==> src/core/epos_pkg.sv <==
// Purpose: constants shared by the enable pin output sequencer
// Assumes: 50 MHz core clock, byte-wide registers behind a two-wire serial port
// Notes: register offsets, field positions, reset values and timing counts
package epos_pkg;
  // register offsets
  localparam logic [7:0] REG_CONV_A_CTRL = 8'h02;
  localparam logic [7:0] REG_CONV_B_CTRL = 8'h04;
  localparam logic [7:0] REG_CONV_B_VOLT = 8'h07;
  localparam logic [7:0] REG_CONV_A_DLY = 8'h0c;
  localparam logic [7:0] REG_CONV_B_DLY = 8'h0d;
  localparam logic [7:0] REG_OUT_ONE_DLY = 8'h10;
  localparam logic [7:0] REG_OUT_TWO_DLY = 8'h11;
  localparam logic [7:0] REG_OUT_CTRL = 8'h12;
  localparam logic [7:0] REG_DEV_CFG = 8'h13;
  // converter control fields
  localparam int CTRL_EN_BIT = 0;
  localparam int CTRL_GATE_BIT = 1;
  // delay register fields
  localparam int ON_LSB = 0;
  localparam int OFF_LSB = 4;
  localparam int DLY_W = 4;
  // general outputs control fields; bits 7 and 3 read as zero
  localparam int OUT_ONE_LEVEL = 0;
  localparam int OUT_ONE_GATE = 1;
  localparam int OUT_ONE_DRIVE = 2;
  localparam int OUT_TWO_LEVEL = 4;
  localparam int OUT_TWO_GATE = 5;
  localparam int OUT_TWO_DRIVE = 6;
  localparam logic [7:0] OUT_CTRL_MASK = 8'h77;
  // device configuration fields
  localparam int CFG_SPREAD = 0;
  localparam int CFG_THERM = 1;
  localparam int CFG_TRIG_PD = 2;
  localparam int CFG_SHARED_PD = 3;
  localparam int CFG_SHARED_FN = 4;
  localparam int CFG_OFF_SEL = 5;
  localparam int CFG_ON_SEL = 6;
  // reset values
  localparam logic [7:0] RST_BYTE = 8'h00;
  localparam logic [7:0] RST_VCODE = 8'h4c;
  // voltage code map of converter b, millivolts
  localparam logic [7:0] VCODE_LO_MIN = 8'h4c;
  localparam logic [7:0] VCODE_HI_MIN = 8'h9e;
  localparam logic [11:0] MV_LO_BASE = 12'h3e8;
  localparam logic [11:0] MV_LO_STEP = 12'h005;
  localparam logic [11:0] MV_HI_BASE = 12'h58c;
  localparam logic [11:0] MV_HI_STEP = 12'h014;
  // sequencing timing: half millisecond tick, long step is two ticks
  localparam int CLK_PERIOD_NS = 20;
  localparam int TICK_NS = 500000;
  localparam int TICK_CYCLES = (TICK_NS + CLK_PERIOD_NS - 1) / CLK_PERIOD_NS;
  localparam int NUM_CH = 4;
  localparam int CH_CONV_A = 0;
  localparam int CH_CONV_B = 1;
  localparam int CH_OUT_ONE = 2;
  localparam int CH_OUT_TWO = 3;
  // serial port
  localparam logic [3:0] BYTE_BITS = 4'h8;
  typedef enum {ST_IDLE, ST_ADDR, ST_ADDR_ACK, ST_REG, ST_REG_ACK, ST_WDATA,
    ST_WDATA_ACK, ST_RDATA, ST_RDATA_ACK} epos_ser_e;
endpackage

==> src/core/epos_top.sv <==
// Purpose: register file and enable pin sequencer of a dual step-down regulator
// Assumes: serial port at standard, fast or fast-plus rate; pins are asynchronous
// Notes: converter and general output enables follow the trigger pin with delays
//
// Notes on behaviour
// - converter b codes 0x4c to 0x9d give 1 V upward in 5 mV steps.
// - converter b codes 0x9e to 0xff give 1.42 V upward in 20 mV steps.
// - converter a starts after its start-up delay from trigger rise; zero is immediate.
// - converter a stops after its shutdown delay from trigger fall.
// - converter b starts after its own start-up delay, independent of converter a.
// - converter b stops after its own shutdown delay from trigger fall.
// - output one rises after its start-up delay from trigger rise.
// - output one falls after its shutdown delay from trigger fall.
// - output two rises after its start-up delay from trigger rise.
// - output two falls after its shutdown delay from trigger fall.
// - start-up step bit selects 0.5 ms or 1 ms per start-up count.
// - shutdown step bit selects 0.5 ms or 1 ms per shutdown count.
// - output one is its level bit, or level AND trigger when gated.
// - output two is its level bit, or level AND trigger when gated.
// - output one level bit drives low for 0, high for 1.
// - output two level applies only while shared pin is a general output.
// - output one drive bit selects push-pull for 0, open-drain for 1.
// - output two drive bit selects push-pull or open-drain as general output.
// - shared pin function bit: 0 general output two, 1 clock input.
// - thermal threshold bit: 0 selects 125 C, 1 selects 137 C.
// - spread-spectrum bit: 0 off, 1 on.
// - converter follows enable bit, or enable AND trigger when gated.
`timescale 1ns/1ns
`default_nettype none
module epos_top #(
  parameter logic [6:0] DEV_ADDR = 7'h60, // arbitrary value
  parameter int HALF_MS_CYCLES = epos_pkg::TICK_CYCLES
) (
  input wire logic CLOCK,
  input wire logic RST,
  input wire logic SCL,
  input wire logic SDA_I,
  output logic SDA_O,
  output logic SDA_OE_N,
  input wire logic EN_PIN,
  output logic CONV_A_EN,
  output logic CONV_B_EN,
  output logic [11:0] CONV_B_MV,
  output logic OUT_ONE_O,
  output logic OUT_ONE_OE_N,
  output logic OUT_TWO_O,
  output logic OUT_TWO_OE_N,
  output logic SHARED_PIN_IS_CLOCK,
  output logic SHARED_PIN_PULLDOWN,
  output logic TRIGGER_PIN_PULLDOWN,
  output logic THERMAL_WARN_HIGH,
  output logic SPREAD_SPECTRUM_ON
);
  localparam int TW = (HALF_MS_CYCLES > 1) ? $clog2(HALF_MS_CYCLES) : 1;

  // refuse a tick too short for the prescaler
  if (HALF_MS_CYCLES < 2) begin : g_bad_tick
    $error("HALF_MS_CYCLES must be at least 2");
  end

  // pin synchronisers: index 0 scl, 1 sda, 2 trigger pin
  logic [2:0] pin_q1_r;
  logic [2:0] pin_q2_r;
  logic [2:0] pin_q3_r;
  always_ff @(posedge CLOCK) begin
    if (RST) begin
      pin_q1_r <= 3'h3; // trigger idles low, serial lines idle high
      pin_q2_r <= 3'h3;
      pin_q3_r <= 3'h3;
    end else begin
      pin_q1_r <= {EN_PIN, SDA_I, SCL};
      pin_q2_r <= pin_q1_r;
      pin_q3_r <= pin_q2_r;
    end
  end

  logic scl_s, sda_s, en_s;
  logic scl_rise, scl_fall, ser_start, ser_stop, en_edge;
  assign scl_s = pin_q2_r[0];
  assign sda_s = pin_q2_r[1];
  assign en_s = pin_q2_r[2];
  assign scl_rise = scl_s & ~pin_q3_r[0];
  assign scl_fall = ~scl_s & pin_q3_r[0];
  assign ser_start = scl_s & pin_q3_r[0] & ~sda_s & pin_q3_r[1];
  assign ser_stop = scl_s & pin_q3_r[0] & sda_s & ~pin_q3_r[1];
  assign en_edge = en_s ^ pin_q3_r[2];

  // registers
  logic [1:0] ctrl_a_r, ctrl_b_r;
  logic [7:0] vcode_r, outctl_r, cfg_r;
  logic [7:0] dly_r [epos_pkg::NUM_CH];
  logic [7:0] ptr_r, shift_r, rd_data;
  logic [3:0] bits_r;
  logic rw_r, sda_oe_n_r, wr_stb;
  epos_pkg::epos_ser_e state_r;

  // serial port: byte framing, acknowledge and open-drain data drive
  always_ff @(posedge CLOCK) begin
    if (RST) begin
      state_r <= epos_pkg::ST_IDLE;
      bits_r <= 4'h0;
      shift_r <= epos_pkg::RST_BYTE;
      ptr_r <= epos_pkg::RST_BYTE;
      rw_r <= 1'b0;
      sda_oe_n_r <= 1'b1;
    end else if (ser_start) begin
      state_r <= epos_pkg::ST_ADDR;
      bits_r <= 4'h0;
      sda_oe_n_r <= 1'b1;
    end else if (ser_stop) begin
      state_r <= epos_pkg::ST_IDLE;
      sda_oe_n_r <= 1'b1;
    end else begin
      unique case (state_r)
        epos_pkg::ST_IDLE: begin
          sda_oe_n_r <= 1'b1;
        end
        epos_pkg::ST_ADDR, epos_pkg::ST_REG, epos_pkg::ST_WDATA: begin
          if (scl_rise && bits_r != epos_pkg::BYTE_BITS) begin
            shift_r <= {shift_r[6:0], sda_s};
            bits_r <= bits_r + 4'h1;
          end else if (scl_fall && bits_r == epos_pkg::BYTE_BITS) begin
            bits_r <= 4'h0;
            if (state_r == epos_pkg::ST_ADDR) begin
              if (shift_r[7:1] == DEV_ADDR) begin
                rw_r <= shift_r[0];
                sda_oe_n_r <= 1'b0;
                state_r <= epos_pkg::ST_ADDR_ACK;
              end else begin
                state_r <= epos_pkg::ST_IDLE; // other device addressed
              end
            end else if (state_r == epos_pkg::ST_REG) begin
              ptr_r <= shift_r;
              sda_oe_n_r <= 1'b0;
              state_r <= epos_pkg::ST_REG_ACK;
            end else begin
              sda_oe_n_r <= 1'b0;
              state_r <= epos_pkg::ST_WDATA_ACK;
            end
          end
        end
        epos_pkg::ST_ADDR_ACK: begin
          if (scl_fall && rw_r) begin
            shift_r <= rd_data;
            sda_oe_n_r <= rd_data[7];
            bits_r <= 4'h1;
            state_r <= epos_pkg::ST_RDATA;
          end else if (scl_fall) begin
            sda_oe_n_r <= 1'b1;
            state_r <= epos_pkg::ST_REG;
          end
        end
        epos_pkg::ST_REG_ACK: begin
          if (scl_fall) begin
            sda_oe_n_r <= 1'b1;
            state_r <= epos_pkg::ST_WDATA;
          end
        end
        epos_pkg::ST_WDATA_ACK: begin
          if (scl_fall) begin
            sda_oe_n_r <= 1'b1;
            ptr_r <= ptr_r + 8'h01; // auto-increment for bursts
            state_r <= epos_pkg::ST_WDATA;
          end
        end
        epos_pkg::ST_RDATA: begin
          if (scl_fall && bits_r == epos_pkg::BYTE_BITS) begin
            sda_oe_n_r <= 1'b1; // release for the master acknowledge
            bits_r <= 4'h0;
            ptr_r <= ptr_r + 8'h01;
            state_r <= epos_pkg::ST_RDATA_ACK;
          end else if (scl_fall) begin
            shift_r <= {shift_r[6:0], 1'b0};
            sda_oe_n_r <= shift_r[6];
            bits_r <= bits_r + 4'h1;
          end
        end
        epos_pkg::ST_RDATA_ACK: begin
          if (scl_rise && sda_s) begin
            state_r <= epos_pkg::ST_IDLE; // not acknowledged: stop sending
          end else if (scl_rise) begin
            bits_r <= 4'h1;
          end else if (scl_fall && bits_r == 4'h1) begin
            shift_r <= rd_data;
            sda_oe_n_r <= rd_data[7];
            state_r <= epos_pkg::ST_RDATA;
          end
        end
      endcase
    end
  end

  assign wr_stb = (state_r == epos_pkg::ST_WDATA) && scl_fall && !ser_start && !ser_stop
    && bits_r == epos_pkg::BYTE_BITS;

  // register writes
  always_ff @(posedge CLOCK) begin
    if (RST) begin
      ctrl_a_r <= 2'h0;
      ctrl_b_r <= 2'h0;
      vcode_r <= epos_pkg::RST_VCODE;
      outctl_r <= epos_pkg::RST_BYTE;
      cfg_r <= epos_pkg::RST_BYTE;
      for (int i = 0; i < epos_pkg::NUM_CH; i++) begin
        dly_r[i] <= epos_pkg::RST_BYTE;
      end
    end else if (wr_stb) begin
      unique case (ptr_r)
        epos_pkg::REG_CONV_A_CTRL: ctrl_a_r <= shift_r[1:0];
        epos_pkg::REG_CONV_B_CTRL: ctrl_b_r <= shift_r[1:0];
        epos_pkg::REG_CONV_B_VOLT: vcode_r <= shift_r;
        epos_pkg::REG_CONV_A_DLY: dly_r[epos_pkg::CH_CONV_A] <= shift_r;
        epos_pkg::REG_CONV_B_DLY: dly_r[epos_pkg::CH_CONV_B] <= shift_r;
        epos_pkg::REG_OUT_ONE_DLY: dly_r[epos_pkg::CH_OUT_ONE] <= shift_r;
        epos_pkg::REG_OUT_TWO_DLY: dly_r[epos_pkg::CH_OUT_TWO] <= shift_r;
        epos_pkg::REG_OUT_CTRL: outctl_r <= shift_r & epos_pkg::OUT_CTRL_MASK;
        epos_pkg::REG_DEV_CFG: cfg_r <= shift_r;
        default: ; // unmapped offsets ignore writes
      endcase
    end
  end

  // register read mux; unmapped offsets read zero
  always_comb begin
    unique case (ptr_r)
      epos_pkg::REG_CONV_A_CTRL: rd_data = {6'h00, ctrl_a_r};
      epos_pkg::REG_CONV_B_CTRL: rd_data = {6'h00, ctrl_b_r};
      epos_pkg::REG_CONV_B_VOLT: rd_data = vcode_r;
      epos_pkg::REG_CONV_A_DLY: rd_data = dly_r[epos_pkg::CH_CONV_A];
      epos_pkg::REG_CONV_B_DLY: rd_data = dly_r[epos_pkg::CH_CONV_B];
      epos_pkg::REG_OUT_ONE_DLY: rd_data = dly_r[epos_pkg::CH_OUT_ONE];
      epos_pkg::REG_OUT_TWO_DLY: rd_data = dly_r[epos_pkg::CH_OUT_TWO];
      epos_pkg::REG_OUT_CTRL: rd_data = outctl_r;
      epos_pkg::REG_DEV_CFG: rd_data = cfg_r;
      default: rd_data = epos_pkg::RST_BYTE;
    endcase
  end

  // free-running half millisecond tick
  logic [TW-1:0] tick_cnt_r;
  logic tick_r;
  always_ff @(posedge CLOCK) begin
    if (RST) begin
      tick_cnt_r <= '0;
      tick_r <= 1'b0;
    end else if (tick_cnt_r == TW'(HALF_MS_CYCLES - 1)) begin
      tick_cnt_r <= '0;
      tick_r <= 1'b1;
    end else begin
      tick_cnt_r <= tick_cnt_r + TW'(1);
      tick_r <= 1'b0;
    end
  end

  // one delay channel per sequenced output
  logic [epos_pkg::NUM_CH-1:0] seq_r, pend_r;
  for (genvar g = 0; g < epos_pkg::NUM_CH; g++) begin : g_ch
    logic [3:0] fld;
    logic [4:0] ticks;
    logic [4:0] cnt_r;
    assign fld = en_s ? dly_r[g][epos_pkg::ON_LSB +: epos_pkg::DLY_W]
                      : dly_r[g][epos_pkg::OFF_LSB +: epos_pkg::DLY_W];
    // step doubles when the edge's step bit is set
    assign ticks = (en_s ? cfg_r[epos_pkg::CFG_ON_SEL] : cfg_r[epos_pkg::CFG_OFF_SEL])
      ? {fld, 1'b0} : {1'b0, fld};
    always_ff @(posedge CLOCK) begin
      if (RST) begin
        seq_r[g] <= 1'b0;
        pend_r[g] <= 1'b0;
        cnt_r <= 5'h00;
      end else if (en_edge && fld == 4'h0) begin
        seq_r[g] <= en_s;
        pend_r[g] <= 1'b0;
      end else if (en_edge) begin
        pend_r[g] <= 1'b1;
        cnt_r <= ticks + 5'h01; // partial first tick not counted
      end else if (pend_r[g] && tick_r && cnt_r == 5'h01) begin
        seq_r[g] <= en_s;
        pend_r[g] <= 1'b0;
        cnt_r <= 5'h00;
      end else if (pend_r[g] && tick_r) begin
        cnt_r <= cnt_r - 5'h01;
      end
    end
  end

  // converter b millivolt target from its code
  logic [11:0] mv_nxt;
  always_comb begin
    if (vcode_r >= epos_pkg::VCODE_HI_MIN) begin
      mv_nxt = epos_pkg::MV_HI_BASE + 12'({4'h0, vcode_r - epos_pkg::VCODE_HI_MIN}
        * epos_pkg::MV_HI_STEP);
    end else if (vcode_r >= epos_pkg::VCODE_LO_MIN) begin
      mv_nxt = epos_pkg::MV_LO_BASE + 12'({4'h0, vcode_r - epos_pkg::VCODE_LO_MIN}
        * epos_pkg::MV_LO_STEP);
    end else begin
      mv_nxt = epos_pkg::MV_LO_BASE; // reserved codes clamp to the floor
    end
  end

  // gated level of each output
  logic a_on, b_on, one_on, two_on, two_gpo;
  assign a_on = ctrl_a_r[epos_pkg::CTRL_EN_BIT]
    & (~ctrl_a_r[epos_pkg::CTRL_GATE_BIT] | seq_r[epos_pkg::CH_CONV_A]);
  assign b_on = ctrl_b_r[epos_pkg::CTRL_EN_BIT]
    & (~ctrl_b_r[epos_pkg::CTRL_GATE_BIT] | seq_r[epos_pkg::CH_CONV_B]);
  assign one_on = outctl_r[epos_pkg::OUT_ONE_LEVEL]
    & (~outctl_r[epos_pkg::OUT_ONE_GATE] | seq_r[epos_pkg::CH_OUT_ONE]);
  assign two_on = outctl_r[epos_pkg::OUT_TWO_LEVEL]
    & (~outctl_r[epos_pkg::OUT_TWO_GATE] | seq_r[epos_pkg::CH_OUT_TWO]);
  assign two_gpo = ~cfg_r[epos_pkg::CFG_SHARED_FN];

  // registered outputs; open-drain drives low only, releases for high
  always_ff @(posedge CLOCK) begin
    if (RST) begin
      CONV_A_EN <= 1'b0;
      CONV_B_EN <= 1'b0;
      CONV_B_MV <= epos_pkg::MV_LO_BASE;
      OUT_ONE_O <= 1'b0;
      OUT_ONE_OE_N <= 1'b1;
      OUT_TWO_O <= 1'b0;
      OUT_TWO_OE_N <= 1'b1;
      SHARED_PIN_IS_CLOCK <= 1'b0;
      SHARED_PIN_PULLDOWN <= 1'b0;
      TRIGGER_PIN_PULLDOWN <= 1'b0;
      THERMAL_WARN_HIGH <= 1'b0;
      SPREAD_SPECTRUM_ON <= 1'b0;
      SDA_O <= 1'b0;
      SDA_OE_N <= 1'b1;
    end else begin
      CONV_A_EN <= a_on;
      CONV_B_EN <= b_on;
      CONV_B_MV <= mv_nxt;
      OUT_ONE_O <= outctl_r[epos_pkg::OUT_ONE_DRIVE] ? 1'b0 : one_on;
      OUT_ONE_OE_N <= outctl_r[epos_pkg::OUT_ONE_DRIVE] & one_on;
      OUT_TWO_O <= two_gpo & ~outctl_r[epos_pkg::OUT_TWO_DRIVE] & two_on;
      OUT_TWO_OE_N <= ~two_gpo | (outctl_r[epos_pkg::OUT_TWO_DRIVE] & two_on);
      SHARED_PIN_IS_CLOCK <= ~two_gpo;
      SHARED_PIN_PULLDOWN <= cfg_r[epos_pkg::CFG_SHARED_PD];
      TRIGGER_PIN_PULLDOWN <= cfg_r[epos_pkg::CFG_TRIG_PD];
      THERMAL_WARN_HIGH <= cfg_r[epos_pkg::CFG_THERM];
      SPREAD_SPECTRUM_ON <= cfg_r[epos_pkg::CFG_SPREAD];
      SDA_O <= 1'b0;
      SDA_OE_N <= sda_oe_n_r;
    end
  end
endmodule // epos_top
`default_nettype wire

==> config.mk <==
export PLATFORM = sky130hd
export DESIGN_NAME = epos_top
export DESIGN_NICKNAME = d
export VERILOG_FILES = /design/src/core/epos_pkg.sv /design/src/core/epos_top.sv
export SDC_FILE = /design/constraint.sdc
export NUM_CORES = 1
export LEC_CHECK = 0
export BUFFER_PORTS_ARGS = -buffer_cell sky130_fd_sc_hd__buf_4
export CAP_MARGIN = 15
export CORE_ASPECT_RATIO = 2
export CORE_MARGIN = 2
export CORE_UTILIZATION = 53
export DETAILED_ROUTE_END_ITERATION = 10
export PLACE_DENSITY = 0.74
export SYNTH_ARGS = -nofsm -noshare
export SYNTH_HDL_FRONTEND = slang
export SYNTH_SLANG_ARGS = --single-unit
==> constraint.sdc <==
create_clock -name CLOCK -period 3.9 [get_ports CLOCK]
set_clock_uncertainty 0.05 [all_clocks]
set_input_delay 0 -clock CLOCK [delete_from_list [all_inputs] [get_ports CLOCK]]
set_output_delay 0 -clock CLOCK [all_outputs]
set_load 0.02 [all_outputs]
; ---- Word level (Yosys, flattened, before mapping)
; Memory sizes are Yosys's and may differ from the RTL's.
; Index checks and enable logic that the tools add are counted.
; Widths: inputs -> output; s select.
[op_classes]
add_sub_neg = 15
mul = 2
magnitude_cmp = 2
n_eq_ne = 61
n_mux = 117
n_bitwise = 42
reduce_logical = 74
[op_table]
columns = op, n
row1 = $mux 32, 10
row2 = $eq 32x3->1 const B, 5
row3 = $pmux 32 s5, 1
row4 = $mux 8, 17
row5 = $eq 32x2->1 const B, 3
row6 = $mux 5, 16
row7 = $pmux 8 s9, 1
row8 = $eq 32x4->1 const B, 2
row9 = $mux 1, 53
row10 = $mux 4, 11
row11 = $eq 32x1->1 const B, 1
row12 = $eq 8x5->1 const B, 4
row13 = $logic_not 32->1, 1
row14 = $pmux 8 s4, 1
row15 = $ne 2x2->1 const B, 14
row16 = $reduce_and 2->1, 13
row17 = $mux 12, 2
row18 = $pmux 8 s3, 1
row19 = $logic_and 1x1->1, 21
row20 = $reduce_and 7->1, 3
row21 = $add 5x1->5 const B, 4
row22 = $eq 5x1->1 const B, 4
row23 = $sub 5x1->5 const B, 4
row24 = $ne 3x3->1 const B, 6
row25 = other kinds (41), 115
[totals]
register_bits = 157
ram_bits = 32
word_cells = 356
memories = 1
[mem_list]
columns = name, depth, width, rd, rd_ports_with_merged_regs, wr, line_no
row1 = dly_r, 4, 8, 4, 0, 4, epos_top.sv:91  ; logic [7:0] dly_r [epos_pkg::NUM_CH];

; ---- Logic depth before layout (Yosys ltp)
; Gate-level depths: netlist of the first run.
[depth]
ltp_word = 11
depth_mapped = 13

; ---- Least setup slack after synthesis of the first run
; No wires, ideal clock.
[synth_timing]
path_type = flip-flop to flip-flop
startpoint = register vcode_r[2]
endpoint = register CONV_B_MV[11]
setup_time_ns = 0.079
arrival_time_ns = 2.874
t_required_ns = 3.771
slack_ns = 0.898
stages_incl_launch_ff = 14
n_path_buf = 0
synth_period_minus_slack_ns = 3.002
path_cell_list = dfxtp_1 ha_1 nand2_1 xor2_1 inv_1 ha_1 inv_1 fa_1 nor2b_1 o31a_1 o22ai_1 a21o_1 a2111o_1 o211ai_1
[synth_between]
elab_chain_cells = 5
elab_cells_between_ends = 10
[synth_lines]
columns = element, line_no
row1 = from (decl), epos_top.sv:90  ; logic [7:0] vcode_r, outctl_r, cfg_r;
row2 = from (signal assigned), epos_top.sv:201  ; vcode_r <= epos_pkg::RST_VCODE;
row3 = from (signal assigned), epos_top.sv:211  ; epos_pkg::REG_CONV_B_VOLT: vcode_r <= shift_r;
row4 = $sub 8x7->8, epos_top.sv:294  ; mv_nxt = epos_pkg::MV_LO_BASE + 12'({4'h0, vcode_r - epos_pkg::VCODE_LO_MIN}
row5 = $mul 8x3->11, epos_top.sv:295  ; * epos_pkg::MV_LO_STEP);
row6 = $add 10x11->12, epos_top.sv:294
row7 = $mux 12, epos_top.sv:293  ; end else if (vcode_r >= epos_pkg::VCODE_LO_MIN) begin
row8 = $mux 12 (*), epos_top.sv:290  ; if (vcode_r >= epos_pkg::VCODE_HI_MIN) begin
row9 = to (signal assigned), epos_top.sv:318  ; CONV_B_MV <= epos_pkg::MV_LO_BASE;
row10 = to (signal assigned), epos_top.sv:333  ; CONV_B_MV <= mv_nxt;
row11 = to (decl), epos_top.sv:43  ; output logic [11:0] CONV_B_MV,
; Every way passes the cells marked *; elsewhere a longest branch is shown, timed or not.
; A chain may end at the register's enable or synchronous reset.

; ---- Worst setup path after layout of the first run
; Same ends and word-level chain as after synthesis.

==> results by group, run 1 <==
Outcome
  • Outcome: finished clean

Pwr
  • Leakage: approximately 0.0039 uW
  • Worst ir drop on vdd: 0.328 mV
  • Switching portion of total power: 25.0%
  • Sw power: 926 uW
  • Int Pwr: approximately 2800 uW
  • Power per cell area: 351 mW/mm^2
  • Power Total: around 3700 uW
  • Combinational Power Share: under 10%
  • Flop pwr share: 48.1%
  • Clock power share: between 40% and 50%

Worst setup path
  • Crit-path cells: ha_1 -> nand2_1 -> xor2_1 -> inv_1 -> ha_1 -> inv_1 -> fa_1 -> nor2b_1 -> o31a_1 -> o22ai_1 -> a21o_1 -> a2111o_1 -> o211ai_1
  • CP max stage cell: dfxtp_1
  • Critical path arrival: ~3700 ps
  • Startpoint Class: register
  • Worst-path maximum fanout: 7
  • Kind of critical path: reg -> reg
  • CP delay by family, top: adder cells
  • Critical path endpoint category: register
  • Worst EP required: ~4200 ps
  • Critical path buffers and inverters: 2
  • CP max stage delay: approximately 460 ps

Synth
  • Synth Area in Adders: about 7.0%
  • Async SR Flop Fraction: 0%
  • Synthesized area per cell: approximately 8.7 sq um
  • Leading area contributor after synthesis: dfxtp_1
  • Most area-consuming cells after synthesis: dfxtp_1, edfxtp_1, ha_1, nor2_1, mux2i_1
  • Count leader, synth: dfxtp_1
  • Top cells by count, synth: dfxtp_1, nor2_1, nand2_1
  • Synth Area in Compound Gates: between 10% and 20%
  • Proportion of synthesized area in mux cells: under 10%
  • Sequential share of the synthesized area: a little over a third
  • Synth Instances: approximately 1100
  • Synth Area in XOR/XNOR: under 10%
  • Syn Std Cell Area: approximately 0.01 sq mm
  • Simple-gate share of the synthesized area: a little over a fifth
  • Main combinational cell family by area after synthesis: simple AND/OR/NAND/NOR gates
  • Top FF cell, synth: dfxtp_1
  • Post-synthesis register bit count: approximately 160
  • Synth unique cells: 86
  • Ys Warns: 0
  • EDFF count, synth: 32
  • Post-Syn Nets: roughly 1200
  • Top-area cell type share of the netlist area: between 20% and 30%

Drt
  • Vias/cell: about 6.1
  • DR pass1 iterations: 6
  • Initial DRC Count: between 400 and 500
  • Post-route ant nets: 0
  • DR DRC count: 0
  • Wire length per cell: ~18 microns
  • Post-Route WL: roughly 24000 microns
  • Detailed-route via count: approximately 8300

Final layout
  • Share of cells above drive strength 1: between 10% and 20%
  • Antenna diodes: 0
  • Layout Nets: around 1200
  • Layout area overhead: 8.47%

Die
  • Die Span Y: 196 microns
  • I/O Pins: 30
  • Core Region: 0.0181 sq mm
  • Starting Density: a little over half
  • Die X: around 100 microns
  • Full die area: just under 0.02 sq mm
  • # rows: 70

CTS
  • Clock transition at path regs: approximately 60 ps
  • CTS H-tree depth: 4
  • Worst skew pair latency: between 400 and 500 ps
  • CTS tree: yes
  • CTS Buffer Depth: 2
  • CTS Root Cell: clkbuf_16
  • Clk sinks: between 150 and 200
  • Num CTS Buffers: 17
  • Postcts setup bufs: 0

STA
  • Final Slew Violations: 0
  • Total negative slack: 0 ps
  • Final hold vios: 0
  • Worst setup margin: 525 ps
  • RSZ-0062 raised after global routing: no
  • Fin crit share: ~87%
  • Max Fclk: around 300 MHz
  • Least-Margin Pin Slew: about 1100 ps
  • Minimum clock period: around 3400 ps
  • Max-slew headroom: 26.2%
  • Final setup fails: 0

Place
  • I/O Buffers: 28
  • DP HPWL: between 15000 and 20000 microns
  • Gpl congestion: 0.961
  • Pre-CTS setup slack: around 560 ps

Global route
  • Total GRT Usage: 25.1%
  • Largest net degree at the start of global routing: approximately 70
  • Vias in the first global route: between 7000 and 8000
  • Congestion Overflow GR: 0
  • First-pass GRT wire length: around 39000 microns
  • Antenna violations before repair: 0

Hold path
  • HP Class: in -> reg

Flow run
  • MaxCap Viol Count: 0
==> flip-flops by register name (all words and copies together), names as in the netlist, 3 cells and up <==
name and count:
vcode_r 8, bits_r 4, seq_r 4, g_ch.cnt_r 20
pin_q2_r 3, state_r 4, pin_q3_r 3, ptr_r 8
outctl_r 6, dly_r 32, shift_r 8, cfg_r 8
pin_q1_r 3, tick_cnt_r 15, pend_r 4, CONV_B_MV 12
==> area by class of cell <==
cell class,instances,area [sq um]
Multi-Input combinational cell,846,5690
Tap cell,216,270
Sequential cell,161,3540
Inverter,51,191
Clock buffer,22,507
Clock inverter,10,72.6
Timing Repair Buffer,40,308
Fill cell,1599,7550
==> repair_timing <==
action,in CTS,in global routing
hold endpoints to repair,3,0
resized for setup,0,0
hold buffers,3,0
==> final timing paths <==
kind                           start                        to  slack (ps)  cells after the start
min                              RST         rw_r$_SDFFE_PP0P_          60                      2
max          vcode_r[2]$_SDFFE_PP1P_  CONV_B_MV[11]$_SDFF_PP0_         530                     13
max reg2reg  vcode_r[2]$_SDFFE_PP1P_  CONV_B_MV[11]$_SDFF_PP0_         530                     13
min reg2reg   pin_q1_r[1]$_SDFF_PP1_    pin_q2_r[1]$_SDFF_PP1_         360                      1
==> worst reg2reg max path, stage by stage, from the launching register on <==
cell,delay (ps)
dfxtp_1,460
ha_1,320
nand2_1,110
xor2_1,360
inv_1,90
ha_1,320
inv_1,60
fa_1,450
nor2b_1,160
o31a_1,160
o22ai_1,100
a21o_1,200
a2111o_1,400
o211ai_1,80
==> logic make-up (layout without fill, tap and decap cells) <==
family	after synthesis	count (layout)
AND/OR/NAND/NOR	409	409
AO/OA/AOI/OAI	289	289
flip-flops	161	161
buffers and inverters	116	123
adder cells (fa/ha/maj)	51	51
multiplexers	50	50
XOR/XNOR	46	46
other	1	1
==> power by group through the flow <==
stage	Clock (uW)	Combinational (uW)	Sequential (uW)
after floorplan	0	227	1800
after global placement	0	268	1820
after detailed placement	0	271	1820
after CTS	1670	277	1780
after global routing	1730	313	1790
final	1650	278	1780
==> per-layer routing <==
layer | vias up | part of all wire (%) | track usage, %
met5 | - | 0 | 0
met4 | 0 | 5.9 | 15.3
met3 | 98 | 2.7 | 3.78
met2 | 206 | 54 | 47.5
met1 | 3934 | 37 | 24.8
li1 | 4019 | - | -
==> metrics by stage <==
step | hold WS, ps | instances | area [sq um] | util [%]
after floorplan | 53.8 | 1123 | 9750 | -
after global placement | 138 | 1311 | 9970 | 55.0
after detailed placement | 145 | 1311 | 9970 | 55.0
after CTS | 60.8 | 1346 | 10600 | 58.3
after global routing | 96.1 | 1346 | 10600 | 58.3
final | 61.5 | 1346 | 10600 | 58.3
==> layout by cell type (no fill, tap or decap), types with 15 or more instances in the layout <==
cell       netlist  layout
a22oi_1         15      15
nand3_1         45      45
nor2_1         108     108
mux2i_1         40      40
xor2_1          17      17
edfxtp_1        32      32
a21oi_1         71      71
nand2b_1        19      19
o22ai_1         18      18
clkbuf_16        0      19
inv_1           51      51
dfxtp_1        129     129
and2_1          38      38
ha_1            45      45
nand2_1         86      86
o21ai_0         61      61
xnor2_1         26      26
nor2b_1         19      19
buf_4            5      37
nor3_1          25      25
(Power assumes the default switching activity.)
==> inputs of run 2 (changes only) <==
Settings changed: CELL_PAD_IN_SITES_DETAIL_PLACEMENT from default to 1, CELL_PAD_IN_SITES_GLOBAL_PLACEMENT from default to 2, CORE_UTILIZATION 53 to 40, PLACE_DENSITY 0.74 to 0.85.
==> results by group, run 2 (synthesis results as in run 1) <==
Hold path
  • HP Class: in -> reg
  • Hold-critical path depth: 2
  • Worst Hold End: ptr_r[4]$_SDFFE_PP0P_
  • Hold_sp: RST

Die
  • Full die area: roughly 0.026 sq mm
  • Die Span Y: 225 microns
  • # rows: 80
  • Starting Density: 40.8%
  • I/O Pins: 30
  • Core Region: 0.0239 sq mm
  • Die X: 114 microns

Global route
  • Total GRT Usage: 23.1%
  • Congestion Overflow GR: 0
  • Antenna violations before repair: 0
  • Vias in the first global route: ~8600
  • First-pass GRT wire length: 45700 microns
  • Largest net degree at the start of global routing: 86

Worst setup path
  • Critical path arrival: ~3700 ps
  • Startpoint Class: register
  • Worst reg2reg startpoint: vcode_r[2]$_SDFFE_PP1P_
  • Worst-path maximum fanout: 7
  • Worst EP required: roughly 4200 ps
  • Depth of the most critical reg-to-reg path: 13
  • R2r endpoint: CONV_B_MV[11]$_SDFF_PP0_
  • Critical path endpoint category: register
  • Kind of critical path: reg -> reg
  • Reg2reg setup slack: approximately 520 ps

STA
  • Total negative slack: 0 ps
  • Minimum clock period: about 3400 ps
  • Final Slew Violations: 0
  • Fin crit share: 86.8%
  • Final hold vios: 0
  • Final setup fails: 0
  • Max Fclk: between 200 and 300 MHz
  • Least-Margin Pin Slew: approximately 900 ps
  • Max-slew headroom: about two fifths
  • RSZ-0062 raised after global routing: no

Place
  • I/O Buffers: 28
  • DP HPWL: 21300 microns
  • Gpl congestion: 0.846

Drt
  • Wire length per cell: approximately 20 microns
  • Detailed-route via count: 8281
  • Met2 WL: about 16000 microns
  • Post-Route WL: 28200 microns
  • Vias/cell: roughly 5.8
  • Wl on met1: roughly 10000 microns
  • Initial DRC Count: about 350
  • DR DRC count: 0
  • Uppermost layer routed: met4
  • Post-route ant nets: 0
  • DR pass1 iterations: 4
  • DR WL met3: 680 microns

Pwr
  • Power Total: roughly 3800 uW
  • Power per cell area: roughly 360 mW/mm^2
  • Worst ir drop on vdd: roughly 0.27 mV
  • Leakage: slightly below 0.004 uW

Final layout
  • Largest registers: dly_r: 32 flops, g_ch.cnt_r: 20 flops, tick_cnt_r: 15 flops
  • Share of cells above drive strength 1: roughly 10%
  • Antenna diodes: 0
  • Most common library cell in the layout ignoring fill and taps: dfxtp_1
  • Layout Nets: approximately 1200
  • Most frequent cells in the layout: dfxtp_1, nor2_1, nand2_1
  • Largest register FFs: 32
  • Multi-input logic area: roughly 0.0057 sq mm
  • Largest reg by FF count: dly_r
  • Layout area overhead: 9.96%
  • Sequential cell area: about 0.0035 sq mm
  • Fill cell count: 2819

CTS
  • Num CTS Buffers: 17
  • Postcts setup bufs: 0
  • CTS H-tree depth: 4
  • Clk sinks: between 150 and 200
  • CTS tree: yes
  • CTS Buffer Depth: 2
  • CTS Root Cell: clkbuf_16
  • Worst skew pair latency: 470 ps
  • Clock transition at path regs: approximately 70 ps

Outcome
  • Outcome: finished clean

Flow run
  • MaxCap Viol Count: 0
[run 2: cell count changes in the layout (fill, tap and decap cells not counted)]
cell        previous run  this run
clkbuf_1               1         0
clkbuf_8               2         1
clkinvlp_4             3         2
inv_6                  2         4
clkinv_2               3         0
buf_4                 37        39
bufinv_16              0         1
inv_8                  0         3
[run 2: how the worst max path moves through the flow]
| stage | end | cells after the start | slack [ps] | startpoint |
|---|---|---|---|---|
| 3_3_place_gp | CONV_B_MV[11]$_SDFF_PP0_ | 13 | 670 | vcode_r[2]$_SDFFE_PP1P_ |
| 6_report | CONV_B_MV[11]$_SDFF_PP0_ | 13 | 520 | vcode_r[2]$_SDFFE_PP1P_ |
| 2_1_floorplan | CONV_B_MV[11]$_SDFF_PP0_ | 13 | 900 | vcode_r[2]$_SDFFE_PP1P_ |
| 4_1_cts | CONV_B_MV[11]$_SDFF_PP0_ | 13 | 520 | vcode_r[2]$_SDFFE_PP1P_ |
| 3_5_place_dp | CONV_B_MV[11]$_SDFF_PP0_ | 13 | 560 | vcode_r[2]$_SDFFE_PP1P_ |
| 5_1_grt | CONV_B_MV[11]$_SDFF_PP0_ | 13 | 320 | vcode_r[2]$_SDFFE_PP1P_ |
[run 2: repair_timing]
item                      4_1_cts  5_1_grt
gates resized for setup         0        0
hold buffers                    3        0
hold endpoints to repair        3        0
[run 2: final cells by class]
cell class	count	share of cell area (%)
flip-flops and latches	161	33.0
repair buffers	42	3.01
multi-input cells	846	53.0
clock inverters	12	1.23
clock buffers	20	4.56
inverters	51	1.79
well taps	287	3.35
[run 2: metal layers]
metal / global-route usage (%) / vias to the layer above
met1: 22.1 / 4077
met2: 45.1 / 117
met3: 3.99 / 72
li1: - / 4015
met5: 0 / -
met4: 12.2 / 0
[run 2: per-stage QoR]
step	hold slack [ps]	cell area [sq um]	util (%)	worst slack, ps	std cells
after floorplan	53.8	9750	-	898	1123
after global placement	135	10100	42.1	667	1384
after detailed placement	140	10100	42.1	564	1384
after CTS	111	10700	44.8	519	1419
after global routing	146	10700	44.8	319	1419
final	91.1	10700	44.8	516	1419
[run 2: power by group]
part | total (uW) | internal, uW | switching, uW
clock | 1780 | 994 | 784
combinational | 286 | 114 | 171
sequential | 1790 | 1740 | 44.4
total | 3850 | 2850 | 1000
[run 2: critical path: stages (launching register included)]
cell      delay (ps)
dfxtp_1          450
ha_1             330
nand2_1          110
xor2_1           290
inv_1             80
ha_1             320
inv_1             70
fa_1             450
nor2b_1          170
o31a_1           160
o22ai_1          110
a21o_1           220
a2111o_1         410
o211ai_1          90
